## config.mk

```make
export PLATFORM = sky130hd
export DESIGN_NAME = afp_offset_prog
export DESIGN_NICKNAME = d
export VERILOG_FILES = /design/src/inc/afp_pkg.sv /design/src/hdl/afp_offset_prog.sv
export SDC_FILE = /design/constraint.sdc
export NUM_CORES = 1
export LEC_CHECK = 0
export BUFFER_PORTS_ARGS = -buffer_cell sky130_fd_sc_hd__buf_2
export CAP_MARGIN = 10
export CORE_AREA = 3 3 97 99
export CTS_BUF_LIST = sky130_fd_sc_hd__clkbuf_16
export DETAILED_ROUTE_END_ITERATION = 8
export DIE_AREA = 0 0 100 102
export PLACE_DENSITY = 0.7
export SLEW_MARGIN = 20
export SYNTH_ARGS = -nofsm -noshare
export SYNTH_HDL_FRONTEND = slang
export SYNTH_SLANG_ARGS = --single-unit
```

## constraint.sdc

```tcl
create_clock -name clk -period 5 [get_ports clk]
set_input_delay 0 -clock clk [delete_from_list [all_inputs] [get_ports clk]]
set_output_delay 0 -clock clk [all_outputs]
set_load 0.01 [all_outputs]
```

## src/inc/afp_pkg.sv

```systemverilog
package afp_pkg;

  // fifo geometry
  localparam int unsigned AFP_DEPTH = 64;
  localparam int unsigned AFP_WORD_W = 18;
  localparam int unsigned AFP_MARGIN_W = 5;
  localparam int unsigned AFP_CNT_W = 7;

  // margin used until the pins program one
  localparam logic [4:0] AFP_MARGIN_RST = 5'h08;

  // register byte offsets on the axi4-lite port
  localparam logic [3:0] AFP_OFS_STATUS = 4'h0;
  localparam logic [3:0] AFP_OFS_MASK = 4'h4;
  localparam logic [3:0] AFP_OFS_MARGIN = 4'h8;
  localparam logic [3:0] AFP_OFS_COUNT = 4'hc;

  // status and mask bit positions
  localparam int unsigned AFP_EV_PROG = 0;
  localparam int unsigned AFP_EV_CLOSE = 1;
  localparam int unsigned AFP_EV_ALMOST = 2;
  localparam int unsigned AFP_EV_W = 3;

  // margin register field positions
  localparam int unsigned AFP_FLD_EMPTY = 0;
  localparam int unsigned AFP_FLD_FULL = 8;
  localparam int unsigned AFP_FLD_CLOSED = 16;

  // axi response codes
  localparam logic [1:0] AFP_RESP_OKAY = 2'h0;
  localparam logic [1:0] AFP_RESP_SLVERR = 2'h2;

  // offset programming sequence
  typedef enum logic [1:0] {
    AFP_PRG_OPEN = 2'b00,
    AFP_PRG_FIRST = 2'b01,
    AFP_PRG_CLOSED = 2'b10
  } afp_prg_state_t;

  // the two margins travel together
  typedef struct packed {
    logic [4:0] full;
    logic [4:0] empty;
  } afp_margin_t;

endpackage

```

## src/hdl/afp_offset_prog.sv

```systemverilog
// The AXI4-Lite slave port and the placing of the registers are this design's own decisions.
`timescale 1ns/10ps
module afp_offset_prog
  import afp_pkg::*;
#(
  parameter int unsigned DEPTH = AFP_DEPTH,
  parameter int unsigned WORD_W = AFP_WORD_W
)
(
  // clock and reset
  input wire logic clk,
  input wire logic rstn,
  // writer pins
  input wire logic offset_program_enable_n,
  input wire logic write_enable_hi,
  input wire logic write_enable_lo_n,
  input wire logic [WORD_W-1:0] input_word,
  // read side removes one word
  input wire logic read_taken,
  // flags and memory store port
  output logic input_ready,
  output logic almost_bound_flag,
  output logic store_en,
  output logic [WORD_W-1:0] store_word,
  output logic [AFP_CNT_W-1:0] occupancy,
  // interrupt
  output logic irq,
  // axi4-lite write address
  input wire logic [3:0] s_axi_awaddr,
  input wire logic s_axi_awvalid,
  output logic s_axi_awready,
  // axi4-lite write data
  input wire logic [31:0] s_axi_wdata,
  input wire logic [3:0] s_axi_wstrb,
  input wire logic s_axi_wvalid,
  output logic s_axi_wready,
  // axi4-lite write response
  output logic [1:0] s_axi_bresp,
  output logic s_axi_bvalid,
  input wire logic s_axi_bready,
  // axi4-lite read address
  input wire logic [3:0] s_axi_araddr,
  input wire logic s_axi_arvalid,
  output logic s_axi_arready,
  // axi4-lite read data
  output logic [31:0] s_axi_rdata,
  output logic [1:0] s_axi_rresp,
  output logic s_axi_rvalid,
  input wire logic s_axi_rready
);

  // the counter and margin compare are sized for the documented 64 words
  if (DEPTH != AFP_DEPTH || WORD_W < AFP_MARGIN_W)
  begin : g_bad_param
    $error("afp_offset_prog: unsupported depth or word width");
  end

  // ready rises two edges after reset release
  logic [1:0] up_ff;
  // programming sequence state
  afp_prg_state_t prg_ff, nxt_prg;
  // current margins
  afp_margin_t margin_ff, nxt_margin;
  // occupancy
  logic [AFP_CNT_W-1:0] cnt_ff, nxt_cnt;
  // registered flag and store outputs
  logic almost_ff, nxt_almost;
  logic store_ff;
  logic [WORD_W-1:0] word_ff;
  // interrupt status and mask
  logic [AFP_EV_W-1:0] status_ff, nxt_status, mask_ff, nxt_mask;
  // axi slave state
  logic aw_hold_ff, w_hold_ff, bvalid_ff, rvalid_ff;
  logic [3:0] awaddr_ff;
  logic [31:0] wdata_ff, rdata_ff;
  logic [3:0] wstrb_ff;
  logic [1:0] bresp_ff, rresp_ff;

  // full when the count reaches depth
  wire not_full = (cnt_ff != AFP_CNT_W'(DEPTH));
  // pins ask for programming and the window is still open
  wire prog_active = !offset_program_enable_n && (prg_ff != AFP_PRG_CLOSED);
  wire store_go = write_enable_hi && !write_enable_lo_n && input_ready
                  && !prog_active;
  wire read_go = read_taken && (cnt_ff != '0);
  wire prog_evt = prog_active;
  wire close_evt = store_go && (prg_ff != AFP_PRG_CLOSED);

  // threshold compare, shared by flag and its event
  function automatic logic almost_hit(input logic [AFP_CNT_W-1:0] c, input afp_margin_t m);
    almost_hit = (c <= {2'b00, m.empty})
                 || (c >= AFP_CNT_W'(DEPTH) - {2'b00, m.full});
  endfunction

  assign input_ready = up_ff[1] && not_full;
  assign store_en = store_ff;
  assign store_word = word_ff;
  assign occupancy = cnt_ff;
  assign almost_bound_flag = almost_ff;

  // programming sequence: first edge loads both, held edges reload full only
  always_comb
  begin
    nxt_prg = prg_ff;
    nxt_margin = margin_ff;
    case (prg_ff)
      AFP_PRG_OPEN:
      begin
        if (!offset_program_enable_n)
        begin
          nxt_margin.empty = input_word[AFP_MARGIN_W-1:0];
          nxt_margin.full = input_word[AFP_MARGIN_W-1:0];
          nxt_prg = AFP_PRG_FIRST;
        end
        else if (store_go)
          nxt_prg = AFP_PRG_CLOSED;
      end
      AFP_PRG_FIRST:
      begin
        if (!offset_program_enable_n)
          nxt_margin.full = input_word[AFP_MARGIN_W-1:0];
        else if (store_go)
          nxt_prg = AFP_PRG_CLOSED;
        else
          nxt_prg = AFP_PRG_OPEN;
      end
      AFP_PRG_CLOSED:
        nxt_prg = AFP_PRG_CLOSED; // pins ignored from now on
      default:
        nxt_prg = AFP_PRG_OPEN;
    endcase
  end

  // occupancy and flag, both domains folded onto one clock
  always_comb
  begin
    nxt_cnt = cnt_ff + AFP_CNT_W'(store_go) - AFP_CNT_W'(read_go);
    nxt_almost = almost_hit(nxt_cnt, nxt_margin);
  end

  // interrupt events; set wins over the read clear
  wire st_rd = s_axi_arvalid && s_axi_arready && (s_axi_araddr == AFP_OFS_STATUS);
  wire [AFP_EV_W-1:0] ev_set = {nxt_almost && !almost_ff, close_evt, prog_evt};
  always_comb
  begin
    nxt_status = (st_rd ? '0 : status_ff) | ev_set;
  end
  assign irq = |(status_ff & mask_ff);

  // reset release tracking
  always_ff @(posedge clk or negedge rstn)
  begin
    if (!rstn)
      up_ff <= 2'b00;
    else
      up_ff <= {up_ff[0], 1'b1};
  end

  // programming state and margins
  always_ff @(posedge clk or negedge rstn)
  begin
    if (!rstn)
    begin
      prg_ff <= AFP_PRG_OPEN;
      margin_ff <= '{full: AFP_MARGIN_RST, empty: AFP_MARGIN_RST};
    end
    else
    begin
      prg_ff <= nxt_prg;
      margin_ff <= nxt_margin;
    end
  end

  // count, flag and store outputs
  always_ff @(posedge clk or negedge rstn)
  begin
    if (!rstn)
    begin
      cnt_ff <= '0;
      almost_ff <= 1'b1;
      store_ff <= 1'b0;
      word_ff <= '0;
    end
    else
    begin
      cnt_ff <= nxt_cnt;
      almost_ff <= nxt_almost;
      store_ff <= store_go;
      word_ff <= input_word;
    end
  end

  // write decode: both halves held, then answered together
  wire wr_fire = aw_hold_ff && w_hold_ff && !bvalid_ff;
  wire wr_mask = wr_fire && (awaddr_ff == AFP_OFS_MASK);
  wire wr_ok = wr_mask || (awaddr_ff == AFP_OFS_STATUS) || (awaddr_ff == AFP_OFS_MARGIN)
               || (awaddr_ff == AFP_OFS_COUNT);
  always_comb
  begin
    nxt_mask = mask_ff;
    if (wr_mask && wstrb_ff[0])
      nxt_mask = wdata_ff[AFP_EV_W-1:0];
  end
  assign s_axi_awready = !aw_hold_ff;
  assign s_axi_wready = !w_hold_ff;
  assign s_axi_bvalid = bvalid_ff;
  assign s_axi_bresp = bresp_ff;

  // read decode; unmapped answers slverr with zero data
  wire [31:0] rd_margin = (32'(margin_ff.empty) << AFP_FLD_EMPTY)
                          | (32'(margin_ff.full) << AFP_FLD_FULL)
                          | (32'(prg_ff == AFP_PRG_CLOSED) << AFP_FLD_CLOSED);
  wire [31:0] rd_mux = (s_axi_araddr == AFP_OFS_STATUS) ? 32'(status_ff) :
                       (s_axi_araddr == AFP_OFS_MASK) ? 32'(mask_ff) :
                       (s_axi_araddr == AFP_OFS_MARGIN) ? rd_margin :
                       (s_axi_araddr == AFP_OFS_COUNT) ? 32'(cnt_ff) : 32'h0000_0000;
  wire rd_hit = (s_axi_araddr == AFP_OFS_STATUS) || (s_axi_araddr == AFP_OFS_MASK)
                || (s_axi_araddr == AFP_OFS_MARGIN) || (s_axi_araddr == AFP_OFS_COUNT);
  assign s_axi_arready = !rvalid_ff;
  assign s_axi_rvalid = rvalid_ff;
  assign s_axi_rdata = rdata_ff;
  assign s_axi_rresp = rresp_ff;

  // write channel holding registers
  always_ff @(posedge clk or negedge rstn)
  begin
    if (!rstn)
    begin
      aw_hold_ff <= 1'b0;
      w_hold_ff <= 1'b0;
      awaddr_ff <= '0;
      wdata_ff <= '0;
      wstrb_ff <= '0;
    end
    else
    begin
      if (s_axi_awvalid && !aw_hold_ff)
      begin
        aw_hold_ff <= 1'b1;
        awaddr_ff <= {s_axi_awaddr[3:2], 2'b00};
      end
      else if (wr_fire)
        aw_hold_ff <= 1'b0;
      if (s_axi_wvalid && !w_hold_ff)
      begin
        w_hold_ff <= 1'b1;
        wdata_ff <= s_axi_wdata;
        wstrb_ff <= s_axi_wstrb;
      end
      else if (wr_fire)
        w_hold_ff <= 1'b0;
    end
  end

  // write response and read data
  always_ff @(posedge clk or negedge rstn)
  begin
    if (!rstn)
    begin
      bvalid_ff <= 1'b0;
      bresp_ff <= AFP_RESP_OKAY;
      rvalid_ff <= 1'b0;
      rdata_ff <= '0;
      rresp_ff <= AFP_RESP_OKAY;
    end
    else
    begin
      if (wr_fire)
      begin
        bvalid_ff <= 1'b1;
        bresp_ff <= wr_ok ? AFP_RESP_OKAY : AFP_RESP_SLVERR;
      end
      else if (s_axi_bready)
        bvalid_ff <= 1'b0;
      if (s_axi_arvalid && !rvalid_ff)
      begin
        rvalid_ff <= 1'b1;
        rdata_ff <= rd_mux;
        rresp_ff <= rd_hit ? AFP_RESP_OKAY : AFP_RESP_SLVERR;
      end
      else if (s_axi_rready)
        rvalid_ff <= 1'b0;
    end
  end

  // interrupt registers
  always_ff @(posedge clk or negedge rstn)
  begin
    if (!rstn)
    begin
      status_ff <= '0;
      mask_ff <= '0;
    end
    else
    begin
      status_ff <= nxt_status;
      mask_ff <= nxt_mask;
    end
  end

  // helper: margins were ever loaded since reset
  logic loaded_ff;
  always_ff @(posedge clk or negedge rstn)
  begin
    if (!rstn)
      loaded_ff <= 1'b0;
    else if (prog_active)
      loaded_ff <= 1'b1;
  end

  a_default_margin: assert property (@(posedge clk) disable iff (!rstn)
    !loaded_ff |-> margin_ff.empty == 5'h08 && margin_ff.full == 5'h08)
    else $error("margins left their default without programming");
  a_flag_threshold: assert property (@(posedge clk) disable iff (!rstn)
    almost_bound_flag == ((cnt_ff <= {2'b00, margin_ff.empty})
                          || (cnt_ff >= 7'h40 - {2'b00, margin_ff.full})))
    else $error("almost flag disagrees with count and margins");
  a_first_capture: assert property (@(posedge clk) disable iff (!rstn)
    (prg_ff == AFP_PRG_OPEN && !offset_program_enable_n)
    |=> margin_ff.empty == $past(input_word[4:0]) && margin_ff.full == $past(input_word[4:0]))
    else $error("first program edge did not load both margins");
  a_second_capture: assert property (@(posedge clk) disable iff (!rstn)
    (prg_ff == AFP_PRG_FIRST && !offset_program_enable_n)
    |=> margin_ff.full == $past(input_word[4:0]) && $stable(margin_ff.empty))
    else $error("held program edge did not reload only the full margin");
  a_no_store_prog: assert property (@(posedge clk) disable iff (!rstn)
    prog_active |=> !store_en)
    else $error("word stored during margin programming");
  a_store_cond: assert property (@(posedge clk) disable iff (!rstn)
    store_en |-> $past(write_enable_hi) && !$past(write_enable_lo_n) && $past(input_ready))
    else $error("word stored without enables and ready");
  a_ready_rise: assert property (@(posedge clk) disable iff (!rstn)
    $rose(up_ff[1]) |-> $past(up_ff[0]) && input_ready == (cnt_ff != 7'h40))
    else $error("input ready did not follow reset release timing");
  a_count_track: assert property (@(posedge clk) disable iff (!rstn)
    ##1 cnt_ff == $past(cnt_ff) + 7'($past(store_go)) - 7'($past(read_go)))
    else $error("occupancy count lost a write or read");
  a_closed_hold: assert property (@(posedge clk) disable iff (!rstn)
    (prg_ff == AFP_PRG_CLOSED) |=> $stable(margin_ff) && prg_ff == AFP_PRG_CLOSED)
    else $error("margins changed after the first stored word");
  a_open_window: assert property (@(posedge clk) disable iff (!rstn)
    (margin_ff != $past(margin_ff)) |-> $past(prg_ff) != AFP_PRG_CLOSED)
    else $error("margins accepted outside the programming window");

endmodule // afp_offset_prog

```

==> flow_summary.yaml <==
logic_synthesis:
  synth-seq-cells: 72
  synth_common_cells: "69 x dfrtp_1, 32 x inv_1, 22 x ha_1"
  syn_inst: 282
  synth-main-ff-cell: "dfrtp_1"
  yosys_warnings: 0
  synth_area_um2: 3420
  synth_seq_area_share_pct: 52.7
  synth_area_per_cell_um2: 12.1
  yosysTopAreaCellShare_pct: 50.4
  synth_edf_count: 0
  synth.most_common_cell: "dfrtp_1"
  synthTopCellsByArea: "dfrtp_1 50%, ha_1 8.0%, buf_4 4.6%"
  yosysTopAreaCell: "dfrtp_1"
  synthArstFlopShare_pct: 100
  yosysUniqueCellTypes: 51
sta:
  slew_headroom_pct: 40.2
  clock.fmax_mhz: 217
  setup_tns_ns: 0
  drv_slew: 0
  max_slew.worst_pin.slew_ns: 0.898
  fin_worst_skew_ns: 0.00479
  post-route-period-util_pct: 92.4
  layout_min_cycle_time_ns: 4.62
  rsz0062_at_grt: "false"
  finalSetupViolCount: 0
  finalHoldViolations: 0
clock_network:
  clk_latency_ns: 0.33
  numClockSinks: 72
  cts_root_buf: "clkbuf_16"
  clock_path_buffers: 2
  clk_pin_slew_ns: 0.06
  cts_tree: "yes"
  cts_max_level: 3
  post_cts_buffers: 0
  numCtsBuffers: 9
global_route:
  grt_overflow: 0
  grt_pass1_vias: 2526
  grt_first_pass_wirelength_um: 12400
  grt_usage_pct: 15.6
  antenna_found_initial: 0
  grt_start_max_net_pins: 73
setup_path:
  arrival_ns: 4.78
  slowest_stage: "dfrtp_1"
  cp_slowest_stage_delay_ns: 0.49
  cp-end-kind: "register"
  cp-start-kind: "register"
  crit_chain: "inv_1, ha_1, nand2_1, o41a_1, nand3b_2, nor2_1, inv_1, ha_1, inv_1, ha_1, inv_1, fa_1, and2b_1, o221ai_2, or3b_1, nand3_1, ha_1, o21ai_1, or2b_2, o311ai_0, o311ai_2"
  critPathRequiredTime_ns: 5.16
  worstSetupPathType: "reg2reg"
  path_max_fanout: 4
floorplanning:
  die_area_um2: 10200
  io_pins: 143
  core_area_um2: 8640
  die_y_um: 102
  die_width_um: 100
  rows: 34
  start_util_pct: 39.6
layout:
  finalNetCount: 503
  layout-drive-gt1-share_pct: 31.6
  fillers: 733
  num_antenna_cells: 0
  syn_to_final_growth_pct: 32.0
detailed_routing:
  drc: 0
  first_iter_violations: 93
  detail_route.wl_per_cell_um: 14.4
  wl_um: 7490
  postRouteAntennaNets: 0
  via_per_inst: 4.78
  first_pass_iters: 4
  vias: 2486
run_status:
  outcome: "completed"
power_and_ir_drop:
  p_leak_nw: 2.26
  p_total_mw: 2.64
  max-vdd-ir-drop_mv: 0.262
  power_density_nw_per_um2: 584
hold_path:
  hp-class: "in2reg"
place:
  dpl.hpwl_um: 5430
  gp_congestion: 0.843
  io_buffers: 87
flow_run:
  cap_violations: 0
worst max-delay path: cells and delay by family, from the launching register on:
kind / cells / cell delay, ns
buffers and inverters: 4 / 0.35
adders and majority gates: 5 / 1.35
DFF: 1 / 0.49
and+or+nand+nor: 7 / 1.57
AOI/OAI and AO/OA: 5 / 0.71
area by class of cell:
type,count,area (um2),area share (%)
multi-input cells,174,1400,31.0
clock buffers,9,225,4.98
flip-flops and latches,72,1810,40.0
inverters,32,120,2.66
repair buffers,118,743,16.4
well taps,108,135,2.99
clock inverters,7,87.6,1.94
kinds of logic after synthesis:
kind of cell | after synthesis | synth area share, %
fa+ha+maj | 23 | 8.63
xor+xnor | 7 | 2.01
other cells | 2 | 0.219
simple gates | 49 | 8.48
compound gates | 49 | 10.8
mux | 24 | 8.63
buf+inv | 56 | 8.52
flops | 72 | 52.7
cell usage in the layout, fill, tap and decap left out, types with 2 or more instances in the layout:
master,instances
mux4_2,3
o41a_1,2
nand3_1,4
nor3_2,3
o21a_1,3
dfstp_2,3
mux2_2,11
a21o_1,2
o21ai_1,3
and2b_1,2
nand2_1,11
dlygate4sd3_1,30
a22o_1,10
mux2i_1,9
a21oi_1,7
inv_1,33
clkinv_1,2
a211oi_1,2
xnor2_1,5
nor3_1,4
buf_2,87
nor2b_1,3
nand4_1,3
bufinv_16,2
nor2_1,7
o31ai_1,4
clkbuf_16,9
dfrtp_1,69
ha_1,22
o21ai_0,9
nand2b_1,2
conb_1,22
flip-flops by register name (all words and copies together) (netlist names), 2 cells and up:
name / flops
store_word: 18
margin_ff: 10
awaddr_ff: 2
up_ff: 2
mask_ff: 3
wdata_ff: 3
status_ff: 3
prg_ff: 2
s_axi_rdata: 13
occupancy: 7
layer usage:
metal	GRT usage (%)	up-vias	part of all wire, %
met5	0	-	0
met4	7.56	0	1.5
met3	2.12	8	4.4
met2	27.0	57	51
met1	19.2	1224	43
li1	-	1197	-
worst paths after layout:
check / start / to / slack, ns / cells after the start
worst max-delay path: occupancy[5] / status_ff[2] / 0.38 / 21
worst min-delay path: s_axi_araddr[0] / s_axi_rresp[1] / 0.008 / 3
max in group asynchronous: rstn / status_ff[0] / 3.98 / 3
worst min register to register: up_ff[0] / up_ff[1] / 0.35 / 0
min in group asynchronous: rstn / store_word[16] / 0.43 / 3
worst max register to register: occupancy[5] / status_ff[2] / 0.38 / 21
repair_timing:
action / 4_1_cts / 5_1_grt
endpoints found under the setup margin: 0 / 1
gates resized for setup: 0 / 1
hold endpoints to repair: 102 / 0
hold buffers: 30 / 0
report_power, final:
part	switching (mW)	internal (mW)
combinational	0.625	0.508
sequential	0.119	0.723
clock	0.235	0.432
total	0.978	1.66
through the flow:
stage / cell area, um2 / hold slack [ns] / instances / utilization [%] / setup slack (ns)
3_5_place_dp: 3910 / 0.110 / 474 / 45.2 / 0.398
2_1_floorplan: 3500 / -0.296 / 302 / - / 0.997
3_3_place_gp: 3910 / 0.108 / 474 / 45.2 / 0.411
4_1_cts: 4520 / 0.00758 / 520 / 52.3 / 0.300
6_report: 4520 / 0.00839 / 520 / 52.3 / 0.382
5_1_grt: 4520 / 0.0363 / 520 / 52.3 / 0.0708
Note: power is estimated with default switching activity, not from simulation.
